<file path="src/t16w_pkg.sv">
// Constants and types for the 16-bit timer waveform control block
package t16w_pkg;
    // Register indexes on the plain register port
    localparam logic [3:0] ADDR_CTRL_A   = 4'h0;
    localparam logic [3:0] ADDR_CTRL_B   = 4'h1;
    localparam logic [3:0] ADDR_CMP_A    = 4'h2;
    localparam logic [3:0] ADDR_CMP_B    = 4'h3;
    localparam logic [3:0] ADDR_CAPTURE  = 4'h4;
    localparam logic [3:0] ADDR_COUNT    = 4'h5;
    localparam logic [3:0] ADDR_STATUS   = 4'h6;
    // Control B and status field positions
    localparam int         CTRL_B_WAVE_HI = 3;
    localparam int         CTRL_B_RUN     = 0;
    localparam int         STATUS_OVF     = 0;
    // Reset values
    localparam logic [7:0]  CTRL_A_RESET = 8'h00;
    localparam logic [1:0]  WAVE_HI_RESET = 2'h0;
    localparam logic [15:0] WORD_RESET   = 16'h0000;
    // Fixed count limits
    localparam logic [15:0] COUNT_MAX  = 16'hffff;
    localparam logic [15:0] TOP_8BIT   = 16'h00ff;
    localparam logic [15:0] TOP_9BIT   = 16'h01ff;
    localparam logic [15:0] TOP_10BIT  = 16'h03ff;
    localparam logic [15:0] COUNT_BOTTOM = 16'h0000;
    // Output mode field codes
    localparam logic [1:0] OUT_OFF    = 2'h0;
    localparam logic [1:0] OUT_TOGGLE = 2'h1;
    localparam logic [1:0] OUT_CLEAR  = 2'h2;
    localparam logic [1:0] OUT_SET    = 2'h3;
    // Mode numbers with special output behaviour
    localparam logic [3:0] MODE_PFC_CMPA  = 4'd9;
    localparam logic [3:0] MODE_FAST_CAP  = 4'd14;
    localparam logic [3:0] MODE_FAST_CMPA = 4'd15;

    // Control register A layout
    typedef struct packed {
        logic [1:0] outModeA;
        logic [1:0] outModeB;
        logic       forceA;
        logic       forceB;
        logic [1:0] waveLow;
    } t16w_ctrl_a_t;

    // Pin drive bundle
    typedef struct packed {
        logic level;
        logic enable;
    } t16w_pin_t;

    // Waveform families
    typedef enum logic [2:0] {
        KIND_NORMAL,
        KIND_CTC,
        KIND_FAST,
        KIND_PHASE,
        KIND_PFC,
        KIND_RSVD
    } t16w_kind_t;
endpackage

</file>
<file path="src/t16w_waveform_ctrl.sv">
// 16-bit timer with waveform generation mode decode and two compare outputs
// Function
// - Active output mode overrides pin port function
// - Waveform drives pin only when direction output
// - Non-PWM: off, toggle, clear, set on match
// - Fast PWM: clear/set on match, opposite at bottom
// - Fast PWM toggle only channel A, mode 15
// - Fast PWM: compare equal top ignored, bottom acts
// - Dual-slope: clear up-match, set down-match, or reverse
// - Dual-slope toggle channel A only, mode 9
// - Force bits act only in non-PWM modes
// - Force bit applies immediate match to output
// - Force bits are strobes using current mode
// - Forced match sets no flag, no clear
// - Force bit positions always read zero
// - Mode is low bits plus two high bits
// - Modes 0, 4, 12: normal/clear-on-match, immediate
// - Modes 5-7, 14, 15 fast PWM, bottom update
// - Modes 1-3, 10, 11 phase correct, top update
// - Modes 8, 9 phase-frequency correct, bottom update
// - High mode bits sit at control B 4:3
// - Dual-slope compare at top/bottom holds level
`timescale 1ns/100ps
`default_nettype none
module t16w_waveform_ctrl
    import t16w_pkg::*;
#(
    parameter int PRESCALE = 1
) (
    // Clock and reset
    input  wire logic        ref_clk,
    input  wire logic        rst,
    // Register port
    input  wire logic [3:0]  regAddr,
    input  wire logic [15:0] regWrData,
    input  wire logic        regWr,
    input  wire logic        regRd,
    output var  logic [15:0] regRdData,
    // Port direction and normal port data
    input  wire logic        dirA,
    input  wire logic        dirB,
    input  wire logic        portOutA,
    input  wire logic        portOutB,
    // Pin drivers
    output var  logic        pinOutA,
    output var  logic        pinOeA,
    output var  logic        pinOutB,
    output var  logic        pinOeB,
    // Live overflow flag
    output var  logic        overflowFlag
);

    // Mode family decode
    function automatic t16w_kind_t mode_kind(input logic [3:0] m);
        case (m)
            4'd0:                      mode_kind = KIND_NORMAL;
            4'd4, 4'd12:               mode_kind = KIND_CTC;
            4'd5, 4'd6, 4'd7,
            4'd14, 4'd15:              mode_kind = KIND_FAST;
            4'd1, 4'd2, 4'd3,
            4'd10, 4'd11:              mode_kind = KIND_PHASE;
            4'd8, 4'd9:                mode_kind = KIND_PFC;
            default:                   mode_kind = KIND_RSVD;
        endcase
    endfunction

    // Top value per mode
    function automatic logic [15:0] top_value(input logic [3:0] m,
                                              input logic [15:0] cmpA,
                                              input logic [15:0] cap);
        case (m)
            4'd1, 4'd5:                top_value = TOP_8BIT;
            4'd2, 4'd6:                top_value = TOP_9BIT;
            4'd3, 4'd7:                top_value = TOP_10BIT;
            4'd4, 4'd9, 4'd11, 4'd15:  top_value = cmpA;
            4'd8, 4'd10, 4'd12, 4'd14: top_value = cap;
            default:                   top_value = COUNT_MAX;
        endcase
    endfunction

    // Is the output mode field connected to the pin
    function automatic logic chan_connected(input logic [1:0] om,
                                            input t16w_kind_t k,
                                            input logic toggleOk);
        if (om == OUT_OFF) begin
            chan_connected = 1'b0;
        end else if (om == OUT_TOGGLE && (k == KIND_FAST || k == KIND_PHASE
                                          || k == KIND_PFC)) begin
            chan_connected = toggleOk;
        end else begin
            chan_connected = 1'b1;
        end
    endfunction

    // Next waveform level for one channel
    function automatic logic wave_next(input logic cur,
                                       input logic [1:0] om,
                                       input t16w_kind_t k,
                                       input logic hit,
                                       input logic bottom,
                                       input logic atTopCmp,
                                       input logic atBotCmp,
                                       input logic up,
                                       input logic forced);
        logic v;
        v = cur;
        case (k)
            KIND_NORMAL, KIND_CTC: begin
                if (hit || forced) begin
                    case (om)
                        OUT_TOGGLE: v = ~cur;
                        OUT_CLEAR:  v = 1'b0;
                        OUT_SET:    v = 1'b1;
                        default:    v = cur;
                    endcase
                end
            end
            KIND_FAST: begin
                if (om == OUT_TOGGLE) begin
                    if (hit) begin
                        v = ~cur;
                    end
                end else if (om[1]) begin
                    if (bottom) begin
                        v = (om == OUT_CLEAR);
                    end else if (hit && !atTopCmp) begin
                        v = (om == OUT_SET);
                    end
                end
            end
            KIND_PHASE, KIND_PFC: begin
                if (om == OUT_TOGGLE) begin
                    if (hit) begin
                        v = ~cur;
                    end
                end else if (om[1] && hit) begin
                    if (atTopCmp) begin
                        v = (om == OUT_CLEAR);
                    end else if (atBotCmp) begin
                        v = (om == OUT_SET);
                    end else begin
                        v = up ? (om == OUT_SET) : (om == OUT_CLEAR);
                    end
                end
            end
            default: v = cur;
        endcase
        return v;
    endfunction

    // Software visible registers and internal timer state
    t16w_ctrl_a_t ctrlA;
    logic [1:0]   waveHigh;
    logic         runEnable;
    logic [15:0]  cmpBufA;
    logic [15:0]  cmpBufB;
    logic [15:0]  cmpA;
    logic [15:0]  cmpB;
    logic [15:0]  capture;
    logic [15:0]  count;
    logic         countUp;
    logic         blockMatch;
    logic [15:0]  prescaleCnt;
    logic         waveA;
    logic         waveB;

    // Decoded access strobes
    wire logic wrCtrlA  = regWr && (regAddr == ADDR_CTRL_A);
    wire logic wrCtrlB  = regWr && (regAddr == ADDR_CTRL_B);
    wire logic wrCmpA   = regWr && (regAddr == ADDR_CMP_A);
    wire logic wrCmpB   = regWr && (regAddr == ADDR_CMP_B);
    wire logic wrCap    = regWr && (regAddr == ADDR_CAPTURE);
    wire logic wrCount  = regWr && (regAddr == ADDR_COUNT);
    wire logic wrStatus = regWr && (regAddr == ADDR_STATUS);
    wire t16w_ctrl_a_t wrFields = t16w_ctrl_a_t'(regWrData[7:0]);

    // Combined mode and family
    wire logic [3:0] waveMode = {waveHigh, ctrlA.waveLow};
    wire t16w_kind_t kind     = mode_kind(waveMode);
    wire logic nonPwm   = (kind == KIND_NORMAL) || (kind == KIND_CTC);
    wire logic dualSlope = (kind == KIND_PHASE) || (kind == KIND_PFC);
    wire logic [15:0] topVal = top_value(waveMode, cmpA, capture);

    // Timer clock enable from the divider
    wire logic prescaleEnd = (prescaleCnt == 16'(PRESCALE - 1));
    wire logic tick        = runEnable && prescaleEnd;

    // Count position events
    wire logic atTop    = (count == topVal);
    wire logic atBottom = (count == COUNT_BOTTOM);
    wire logic atMax    = (count == COUNT_MAX);
    wire logic hitA = tick && !blockMatch && (count == cmpA);
    wire logic hitB = tick && !blockMatch && (count == cmpB);
    // Fast PWM bottom is the wrap from top
    wire logic fastBottom = tick && (kind == KIND_FAST) && atTop;

    // Next count and direction
    wire logic next_countUp = atBottom ? 1'b1 : (atTop ? 1'b0 : countUp);
    wire logic [15:0] next_count =
        dualSlope ? (next_countUp ? count + 16'h0001 : count - 16'h0001)
                  : (atTop ? COUNT_BOTTOM : count + 16'h0001);

    // Compare buffer update instants
    wire logic updImmediate = nonPwm;
    wire logic updAtTop     = tick && (kind == KIND_PHASE) && atTop;
    wire logic updAtBottom  = fastBottom
                            || (tick && (kind == KIND_PFC) && atBottom);
    wire logic cmpUpdate    = updImmediate || updAtTop || updAtBottom;

    // Overflow instants per family
    wire logic ovfEvent =
        tick && ((nonPwm && atMax)
                 || ((kind == KIND_FAST) && atTop)
                 || (dualSlope && atBottom));

    // Force strobes only in non-PWM modes, never stored
    wire logic forceA = wrCtrlA && wrFields.forceA && nonPwm;
    wire logic forceB = wrCtrlA && wrFields.forceB && nonPwm;

    // Toggle permission per channel in PWM families
    wire logic toggleOkA = ((kind == KIND_FAST) && (waveMode == MODE_FAST_CMPA))
                         || (dualSlope && ((waveMode == MODE_PFC_CMPA)
                                           || (waveMode == MODE_FAST_CAP)));
    wire logic connA = chan_connected(ctrlA.outModeA, kind, toggleOkA);
    wire logic connB = chan_connected(ctrlA.outModeB, kind, 1'b0);

    // Waveform next levels
    wire logic next_waveA = wave_next(waveA, ctrlA.outModeA, kind, hitA, fastBottom,
                                      cmpA == topVal, cmpA == COUNT_BOTTOM,
                                      countUp, forceA);
    wire logic next_waveB = wave_next(waveB, ctrlA.outModeB, kind, hitB, fastBottom,
                                      cmpB == topVal, cmpB == COUNT_BOTTOM,
                                      countUp, forceB);

    // Pin selection: waveform or normal port data, gated by direction
    wire t16w_pin_t next_pinA = '{level: connA ? waveA : portOutA, enable: dirA};
    wire t16w_pin_t next_pinB = '{level: connB ? waveB : portOutB, enable: dirB};

    // Read data selection
    // Write-only force positions are never stored, so they read zero
    logic [15:0] readMux;
    always_comb begin
        case (regAddr)
            ADDR_CTRL_A:  readMux = {8'h00, ctrlA.outModeA, ctrlA.outModeB,
                                     2'b00, ctrlA.waveLow};
            ADDR_CTRL_B:  readMux = (16'(waveHigh) << CTRL_B_WAVE_HI)
                                    | (16'(runEnable) << CTRL_B_RUN);
            ADDR_CMP_A:   readMux = cmpBufA;
            ADDR_CMP_B:   readMux = cmpBufB;
            ADDR_CAPTURE: readMux = capture;
            ADDR_COUNT:   readMux = count;
            ADDR_STATUS:  readMux = 16'(overflowFlag) << STATUS_OVF;
            default:      readMux = WORD_RESET;
        endcase
    end

    // Control registers
    always_ff @(posedge ref_clk) begin
        if (rst) begin
            ctrlA     <= t16w_ctrl_a_t'(CTRL_A_RESET);
            waveHigh  <= WAVE_HI_RESET;
            runEnable <= 1'b0;
        end else begin
            if (wrCtrlA) begin
                ctrlA <= '{outModeA: wrFields.outModeA, outModeB: wrFields.outModeB,
                           forceA: 1'b0, forceB: 1'b0,
                           waveLow: wrFields.waveLow};
            end
            if (wrCtrlB) begin
                waveHigh  <= regWrData[CTRL_B_WAVE_HI +: 2];
                runEnable <= regWrData[CTRL_B_RUN];
            end
        end
    end

    // Compare buffers, active compares and capture
    always_ff @(posedge ref_clk) begin
        if (rst) begin
            cmpBufA <= WORD_RESET;
            cmpBufB <= WORD_RESET;
            cmpA    <= WORD_RESET;
            cmpB    <= WORD_RESET;
            capture <= WORD_RESET;
        end else begin
            if (wrCmpA) begin
                cmpBufA <= regWrData;
            end
            if (wrCmpB) begin
                cmpBufB <= regWrData;
            end
            if (wrCap) begin
                capture <= regWrData;
            end
            if (cmpUpdate) begin
                cmpA <= cmpBufA;
                cmpB <= cmpBufB;
            end
        end
    end

    // Prescaler divider
    // Held at zero while stopped, so a restart gives a whole period
    always_ff @(posedge ref_clk) begin
        if (rst || !runEnable || prescaleEnd) begin
            prescaleCnt <= WORD_RESET;
        end else begin
            prescaleCnt <= prescaleCnt + 16'h0001;
        end
    end

    // Counter; a forced match never reloads it
    // A count write hides the match on the next tick, so reloading
    // onto a compare value does not disturb the outputs
    always_ff @(posedge ref_clk) begin
        if (rst) begin
            count      <= WORD_RESET;
            countUp    <= 1'b1;
            blockMatch <= 1'b0;
        end else if (wrCount) begin
            count      <= regWrData;
            blockMatch <= 1'b1;
        end else if (tick) begin
            count      <= next_count;
            countUp    <= next_countUp;
            blockMatch <= 1'b0;
        end
    end

    // Overflow flag, set wins over write-one clear
    // An event in the clearing cycle survives, so none is lost
    always_ff @(posedge ref_clk) begin
        if (rst) begin
            overflowFlag <= 1'b0;
        end else if (ovfEvent) begin
            overflowFlag <= 1'b1;
        end else if (wrStatus && regWrData[STATUS_OVF]) begin
            overflowFlag <= 1'b0;
        end
    end

    // Waveform levels; forced match raises no flag
    // Levels are kept while an output mode field is off, so reconnecting
    // shows the last level rather than a reset value
    always_ff @(posedge ref_clk) begin
        if (rst) begin
            waveA <= 1'b0;
            waveB <= 1'b0;
        end else begin
            waveA <= next_waveA;
            waveB <= next_waveB;
        end
    end

    // Registered pins and read data
    always_ff @(posedge ref_clk) begin
        if (rst) begin
            pinOutA   <= 1'b0;
            pinOeA    <= 1'b0;
            pinOutB   <= 1'b0;
            pinOeB    <= 1'b0;
            regRdData <= WORD_RESET;
        end else begin
            pinOutA   <= next_pinA.level;
            pinOeA    <= next_pinA.enable;
            pinOutB   <= next_pinB.level;
            pinOeB    <= next_pinB.enable;
            regRdData <= regRd ? readMux : WORD_RESET;
        end
    end

endmodule
`default_nettype wire

</file>
<file path="config.mk">
export PLATFORM = sky130hd
export DESIGN_NAME = t16w_waveform_ctrl
export DESIGN_NICKNAME = d
export VERILOG_FILES = /design/src/t16w_pkg.sv /design/src/t16w_waveform_ctrl.sv
export SDC_FILE = /design/constraint.sdc
export NUM_CORES = 1
export LEC_CHECK = 0
export BUFFER_PORTS_ARGS = -buffer_cell sky130_fd_sc_hd__buf_4
export CAP_MARGIN = 0
export CORE_ASPECT_RATIO = 0.6
export CORE_MARGIN = 3
export CORE_UTILIZATION = 65
export CTS_BUF_LIST = sky130_fd_sc_hd__clkbuf_4
export DETAILED_ROUTE_END_ITERATION = 8
export PLACE_DENSITY_LB_ADDON = 0.15
export SLEW_MARGIN = 20
export SYNTH_ARGS = -nofsm -noshare
export SYNTH_HDL_FRONTEND = slang
export SYNTH_SLANG_ARGS = --single-unit
</file>
<file path="constraint.sdc">
create_clock -name ref_clk -period 6.5 [get_ports ref_clk]
set_clock_uncertainty 0.2 [all_clocks]
set_input_delay 1.95 -clock ref_clk [delete_from_list [all_inputs] [get_ports ref_clk]]
set_output_delay 1.95 -clock ref_clk [all_outputs]
set_load 0.02 [all_outputs]
</file>
== Word-level counts from Yosys, hierarchy flattened ==
Memory sizes are Yosys's and may differ from the RTL's.
Index checks and enable logic that the tools add are counted.
W data, S select, Z words.

* Add/subtract/negate cells: 3
* Eq/ne operators: 46
* Mux-type cells: 45
* Bitwise logic cells: 5
* Reductions and logical operators: 75

{| class="wikitable"
|+ Operator list
! operator !! number
|-
| $pmux W16 S7 || 1
|-
| $eq A16 B16 Y1 || 5
|-
| $mux W16 || 5
|-
| $pmux W16 S5 || 1
|-
| $logic_not A16 Y1 || 4
|-
| $logic_and A1 B1 Y1 || 34
|-
| $mux W1 || 34
|-
| $add A16 B1 Y16 const B || 2
|-
| $eq A4 B3 Y1 const B || 7
|-
| $eq A4 B4 Y1 const B || 7
|-
| $eq A16 B16 Y1 const B || 1
|-
| $eq A4 B2 Y1 const B || 4
|-
| $sub A16 B1 Y16 const B || 1
|-
| $logic_or A1 B1 Y1 || 15
|-
| $pmux W1 S3 || 4
|-
| $reduce_and A6 Y1 || 2
|-
| $reduce_or A2 Y1 || 6
|-
| $eq A2 B2 Y1 const B || 4
|-
| $eq A4 B1 Y1 const B || 2
|-
| $ne A4 B2 Y1 const B || 2
|-
| $ne A4 B4 Y1 const B || 2
|-
| $reduce_or A4 Y1 || 2
|-
| $eq A3 B2 Y1 const B || 2
|-
| $ne A3 B2 Y1 const B || 2
|-
| 14 further kinds || 25
|}

* Register bits: 146
* ROM bits: 48
* Logic and storage cells: 197
* Memories: 1

{| class="wikitable"
|+ Memory list
! name !! depth !! bits a word !! read ports !! clocked after memory_dff !! wr ports !! line !! text
|-
| (no name shown) || 16 || 3 || 1 || 0 || 0 || t16w_waveform_ctrl.sv:55 || <nowiki>case (m)</nowiki>
|}

== Longest topological paths before layout ==
* Word-level depth: 11
* Depth in mapped cells: 14

== Worst setup path after synthesis ==
Ideal clock, no wire load.

* Kind: input-to-reg
* Start point: input regAddr[1]
* End point: register cmpBufA[10]
* Arrival time: 3.830 ns
* Slack: 2.400 ns
* Stages on the path: 7
* Buffers on the path: 3
* Cell sequence: clkbuf_1 nor4b_1 and2_0 clkbuf_1 clkbuf_1 nand2_1 a21oi_1

* Word-level cells in the longest chain between the ends: 2

{| class="wikitable"
|+ Ends and longest elaborated chain
! item !! line !! text
|-
| start, declared || t16w_waveform_ctrl.sv:34 || <nowiki>input wire logic [3:0] regAddr,</nowiki>
|-
| $eq A4 B2 Y1 || t16w_waveform_ctrl.sv:170 || <nowiki>wire logic wrCmpA = regWr && (regAddr == ADDR_CMP_A);</nowiki>
|-
| $logic_and A1 B1 Y1 || t16w_waveform_ctrl.sv:170 ||
|-
| end signal, assigned || t16w_waveform_ctrl.sv:286 || <nowiki>cmpBufA <= regWrData;</nowiki>
|-
| end, declared || t16w_waveform_ctrl.sv:155 || <nowiki>logic [15:0] cmpBufA;</nowiki>
|}

No other way between the ends.
A chain may end at the register's enable or synchronous reset.

== Worst setup path in the final report ==
* Start point: register waveHigh[0]
* End point: register cmpB[15]

* Word-level cells in the longest chain between the ends: 7
* Elaborated cells between the ends (all ways): 37

{| class="wikitable"
|+ Ends and longest elaborated chain
! item !! line !! text
|-
| start, declared || t16w_waveform_ctrl.sv:153 || <nowiki>logic [1:0] waveHigh;</nowiki>
|-
| start signal, assigned || t16w_waveform_ctrl.sv:270 || <nowiki>waveHigh <= regWrData[CTRL_B_WAVE_HI +: 2];</nowiki>
|-
| $eq A4 B4 Y1, or another cell as far along || t16w_waveform_ctrl.sv:71 || <nowiki>case (m)</nowiki>
|-
| $reduce_or A4 Y1 or $reduce_or A2 Y1 (tied branches) || t16w_waveform_ctrl.sv:71 ||
|-
| $pmux W16 S5 || t16w_waveform_ctrl.sv:71 ||
|-
| $eq A16 B16 Y1 || t16w_waveform_ctrl.sv:189 || <nowiki>wire logic atTop = (count == topVal);</nowiki>
|-
| $logic_and A1 B1 Y1 (on tied branches) || t16w_waveform_ctrl.sv:205, t16w_waveform_ctrl.sv:195 ||
|-
| $logic_or A1 B1 Y1 (on tied branches) || t16w_waveform_ctrl.sv:208, t16w_waveform_ctrl.sv:207 ||
|-
| $logic_or A1 B1 Y1 * || t16w_waveform_ctrl.sv:208 || <nowiki>wire logic cmpUpdate = updImmediate || updAtTop || updAtBottom;</nowiki>
|-
| end signal, assigned || t16w_waveform_ctrl.sv:296 || <nowiki>cmpB <= cmpBufB;</nowiki>
|-
| end, declared || t16w_waveform_ctrl.sv:158 || <nowiki>logic [15:0] cmpB;</nowiki>
|}

Mark *: on every way between the ends. The rest lies on a longest branch, timed or not.

==> flow_summary.yaml <==
min_path:
  min_delay_path_depth: 2
  hp-start: "cmpBufA[10]$_SDFFE_PP0P_"
  worst_hold_path.endpoint: "regRdData[10]$_SDFF_PP0_"
  hold_path_class: "reg -> reg"
synth:
  syn_nets: 1238
  ys.flop_type: "dfxtp_1"
  synth-seq-area-share: 0.329
  synthCells: 1197
  netlist_top_cells_area: "dfxtp_1 33%, nand2_1 9.7%, a21oi_1 8.9%"
  yosysTopAreaCellShare: 0.329
  syn_area_mm2: 0.00889
  yosysMostFrequentCell: "nand2_1"
  yosys_warnings: 0
  ys_seq_elements: 146
  yosys.area.top_type: "dfxtp_1"
  synth_edf_count: 0
  ys_top_cells_by_count: "229 x nand2_1, 158 x a21oi_1, 146 x dfxtp_1"
  synthArstFlopShare: 0
  syn_avg_cell_area_um2: 7.43
  yosysUniqueCellTypes: 82
power:
  p_sw_frac: 0.313
  power_density_mw_per_mm2: 180
  pwr-share-clk: 0.362
  seq_power_share: 0.544
  netSwitchingPower_w: 0.000530
  peakVddDrop_mv: 0.105
  intPower_w: 0.00117
  leakage_nw: 3.16
  comb_power_share: 0.094
sta:
  setup_violations: 0
  tns_ns: 0
  rsz0062_at_grt: "no"
  slew_headroom: 0.186
  min_period_ns: 4.72
  max_freq_mhz: 212
  min_period_over_period: 0.727
  worst_pin_slew_ns: 1.21
  hold_viol: 0
  finalMaxSlewViolations: 0
critical_path:
  cp.required_ns: 6.81
  cp-end-kind: "flip-flop"
  r2r-start: "waveHigh[0]$_SDFFE_PP0P_"
  max_stage_delay_ns: 0.94
  critPathKind: "reg -> reg"
  r2r_cells: 11
  start_kind: "flip-flop"
  cpMaxStageDelayCell: "dfxtp_1"
  reg2reg_slack_ns: 1.78
  crit_family: "compound AO/OA/AOI/OAI gates"
  cp_num_buf_inv: 2
  worstPathArrival_ns: 5.03
  worstPathCellList: "inv_1 > o311a_1 > or3_1 > a211oi_1 > nand4_2 > nor2_2 > a32oi_1 > o21ai_2 > buf_4 > nand2_1 > a21oi_1"
  crit_fanout: 27
  rr_endpoint: "cmpB[15]$_SDFFE_PP0P_"
status:
  status: "finished with violations"
  violations: "design-rule violations"
place:
  place_congestion: 1.07
  portBuffers: 48
  hpwlAfterDp_mm: 22.7
routing:
  routedWlPerCell_um: 23.0
  drtIter0Drc: 1734
  avgViaCountPerCell: 6.94
  drtAntennaViolNets: 0
  drt_wl_total_mm: 31.4
  vias: 9488
  drcViolationCount: 1
  first_pass_iters: 9
cells_and_area:
  antenna_cells: 0
  syn2layout_area_growth_pct: 6.20
  drive_gt1_frac: 0.105
  nets: 1225
  utilization: 0.721
clocking:
  post-cts-setup-buffer-count: 0
  cts_root_buffer: "clkbuf_4"
  clk_latency_ns: 0.59
  cts_tree: "yes"
  cts.path.max_buffers: 2
  clock-sinks: 146
  htreeDepth: 4
  cts_made_buffers: 17
  cts.repair.resized: 0
  cts_hold_buf: 0
  path_clk_slew_ns: 0.15
floorplan:
  pin_count: 49
  fp.dieH_um: 96.6
  coreArea_mm2: 0.0131
  start_util: 0.679
  rows: 32
  dieWidth_um: 157
  die_area_mm2: 0.0152
global_routing:
  use_met3: 0.141
  antenna_found_initial: 0
  top_usage_layer: "met1"
  grt_max_degree: 66
  grt_pass1_vias: 8355
  globalRouteMet1Util: 0.621
  met2_usage: 0.530
  grt_pass1_wl_mm: 48.8
  grt_use_total: 0.406
  gr-total-overflow: 0
flow_run:
  maxCapViolCount: 0
-- cell families after synthesis --
| group | Yosys count | share of synthesized area |
|---|---|---|
| buffers and inverters | 128 | 0.0623 |
| DFF | 146 | 0.329 |
| AOI/OAI and AO/OA | 334 | 0.242 |
| muxes | 14 | 0.0169 |
| adders and majority gates | 13 | 0.0183 |
| xor gates and xnor gates | 58 | 0.0571 |
| and+or+nand+nor | 504 | 0.275 |
-- worst min-delay path: stages (launching register included) --
cell and delay (ns):
dfxtp_1 0.34, nand2_1 0.06, a21oi_1 0.05
-- routing by layer --
layer  wire length [µm]  up-vias
met4               1010        0
met5                  0        -
met3               5490       89
met2              12100      832
li1                   -     4263
met1              12800     4304
-- power groups by stage --
| stage | clock (W) | combinational, W | sequential, W |
|---|---|---|---|
| detailed placement | 0 | 0.000151 | 0.000940 |
| global placement | 0 | 0.000149 | 0.000940 |
| global route | 0.000655 | 0.000169 | 0.000924 |
| floorplan | 0 | 0.0000974 | 0.000932 |
| CTS | 0.000613 | 0.000152 | 0.000921 |
| finish | 0.000613 | 0.000160 | 0.000923 |
-- registers in the layout, summed over array words and instances (netlist names), 6 cells and up --
register / count
cmpA: 16
cmpBufB: 16
count: 16
capture: 16
regRdData: 16
ctrlA: 6
cmpBufA: 16
prescaleCnt: 16
cmpB: 16
-- metrics by stage --
step	instances	cell area, µm²	power [W]	hold slack, ns	setup slack [ns]
2_1_floorplan	1197	8890	0.00103	0.236	2.40
3_3_place_gp	1335	9160	0.00109	0.257	2.12
3_5_place_dp	1335	9160	0.00109	0.262	2.01
4_1_cts	1367	9450	0.00169	0.263	1.98
5_1_grt	1367	9450	0.00175	0.277	1.57
6_report	1367	9450	0.00170	0.258	1.78
-- placed cells by master (no fill, tap or decap), types with 5 or more instances in the layout --
master / instances
buf_4: 58
ha_1: 13
dfxtp_1: 146
nor3_1: 19
a211oi_1: 9
nand4_1: 17
or3_1: 9
a21oi_1: 158
xor2_1: 18
o21ai_0: 27
a31oi_1: 14
clkbuf_4: 17
nand2b_1: 17
a21o_1: 7
nor4b_1: 5
mux2i_1: 9
a22oi_1: 16
o31ai_1: 5
o22ai_1: 10
and3_1: 13
o32ai_1: 6
nand3_1: 52
nor2b_1: 12
o211ai_1: 9
nand2_1: 229
inv_1: 38
a222oi_1: 15
inv_6: 6
and2_1: 8
nor4_1: 24
xnor2_1: 40
nor2_1: 63
-- cell type report --
type | count | area (µm²)
multi-input cells | 923 | 5440
fillers | 1103 | 3650
flip-flops and latches | 146 | 2920
repair buffers | 58 | 435
well taps | 170 | 213
clock inverters | 15 | 161
inverters | 38 | 143
clock buffers | 17 | 128
-- worst max-delay path by stage --
stage	start	end	cells after the start
final	waveHigh[0]$_SDFFE_PP0P_	cmpB[15]$_SDFFE_PP0P_	11
after global routing	waveHigh[0]$_SDFFE_PP0P_	cmpB[12]$_SDFFE_PP0P_	11
after CTS	waveHigh[0]$_SDFFE_PP0P_	cmpB[11]$_SDFFE_PP0P_	11
after detailed placement	waveHigh[0]$_SDFFE_PP0P_	cmpB[11]$_SDFFE_PP0P_	11
after global placement	waveHigh[0]$_SDFFE_PP0P_	cmpB[14]$_SDFFE_PP0P_	11
after floorplan	regAddr[1]	cmpBufA[10]$_SDFFE_PP0P_	7
Note: power is estimated with default switching activity, not from simulation.
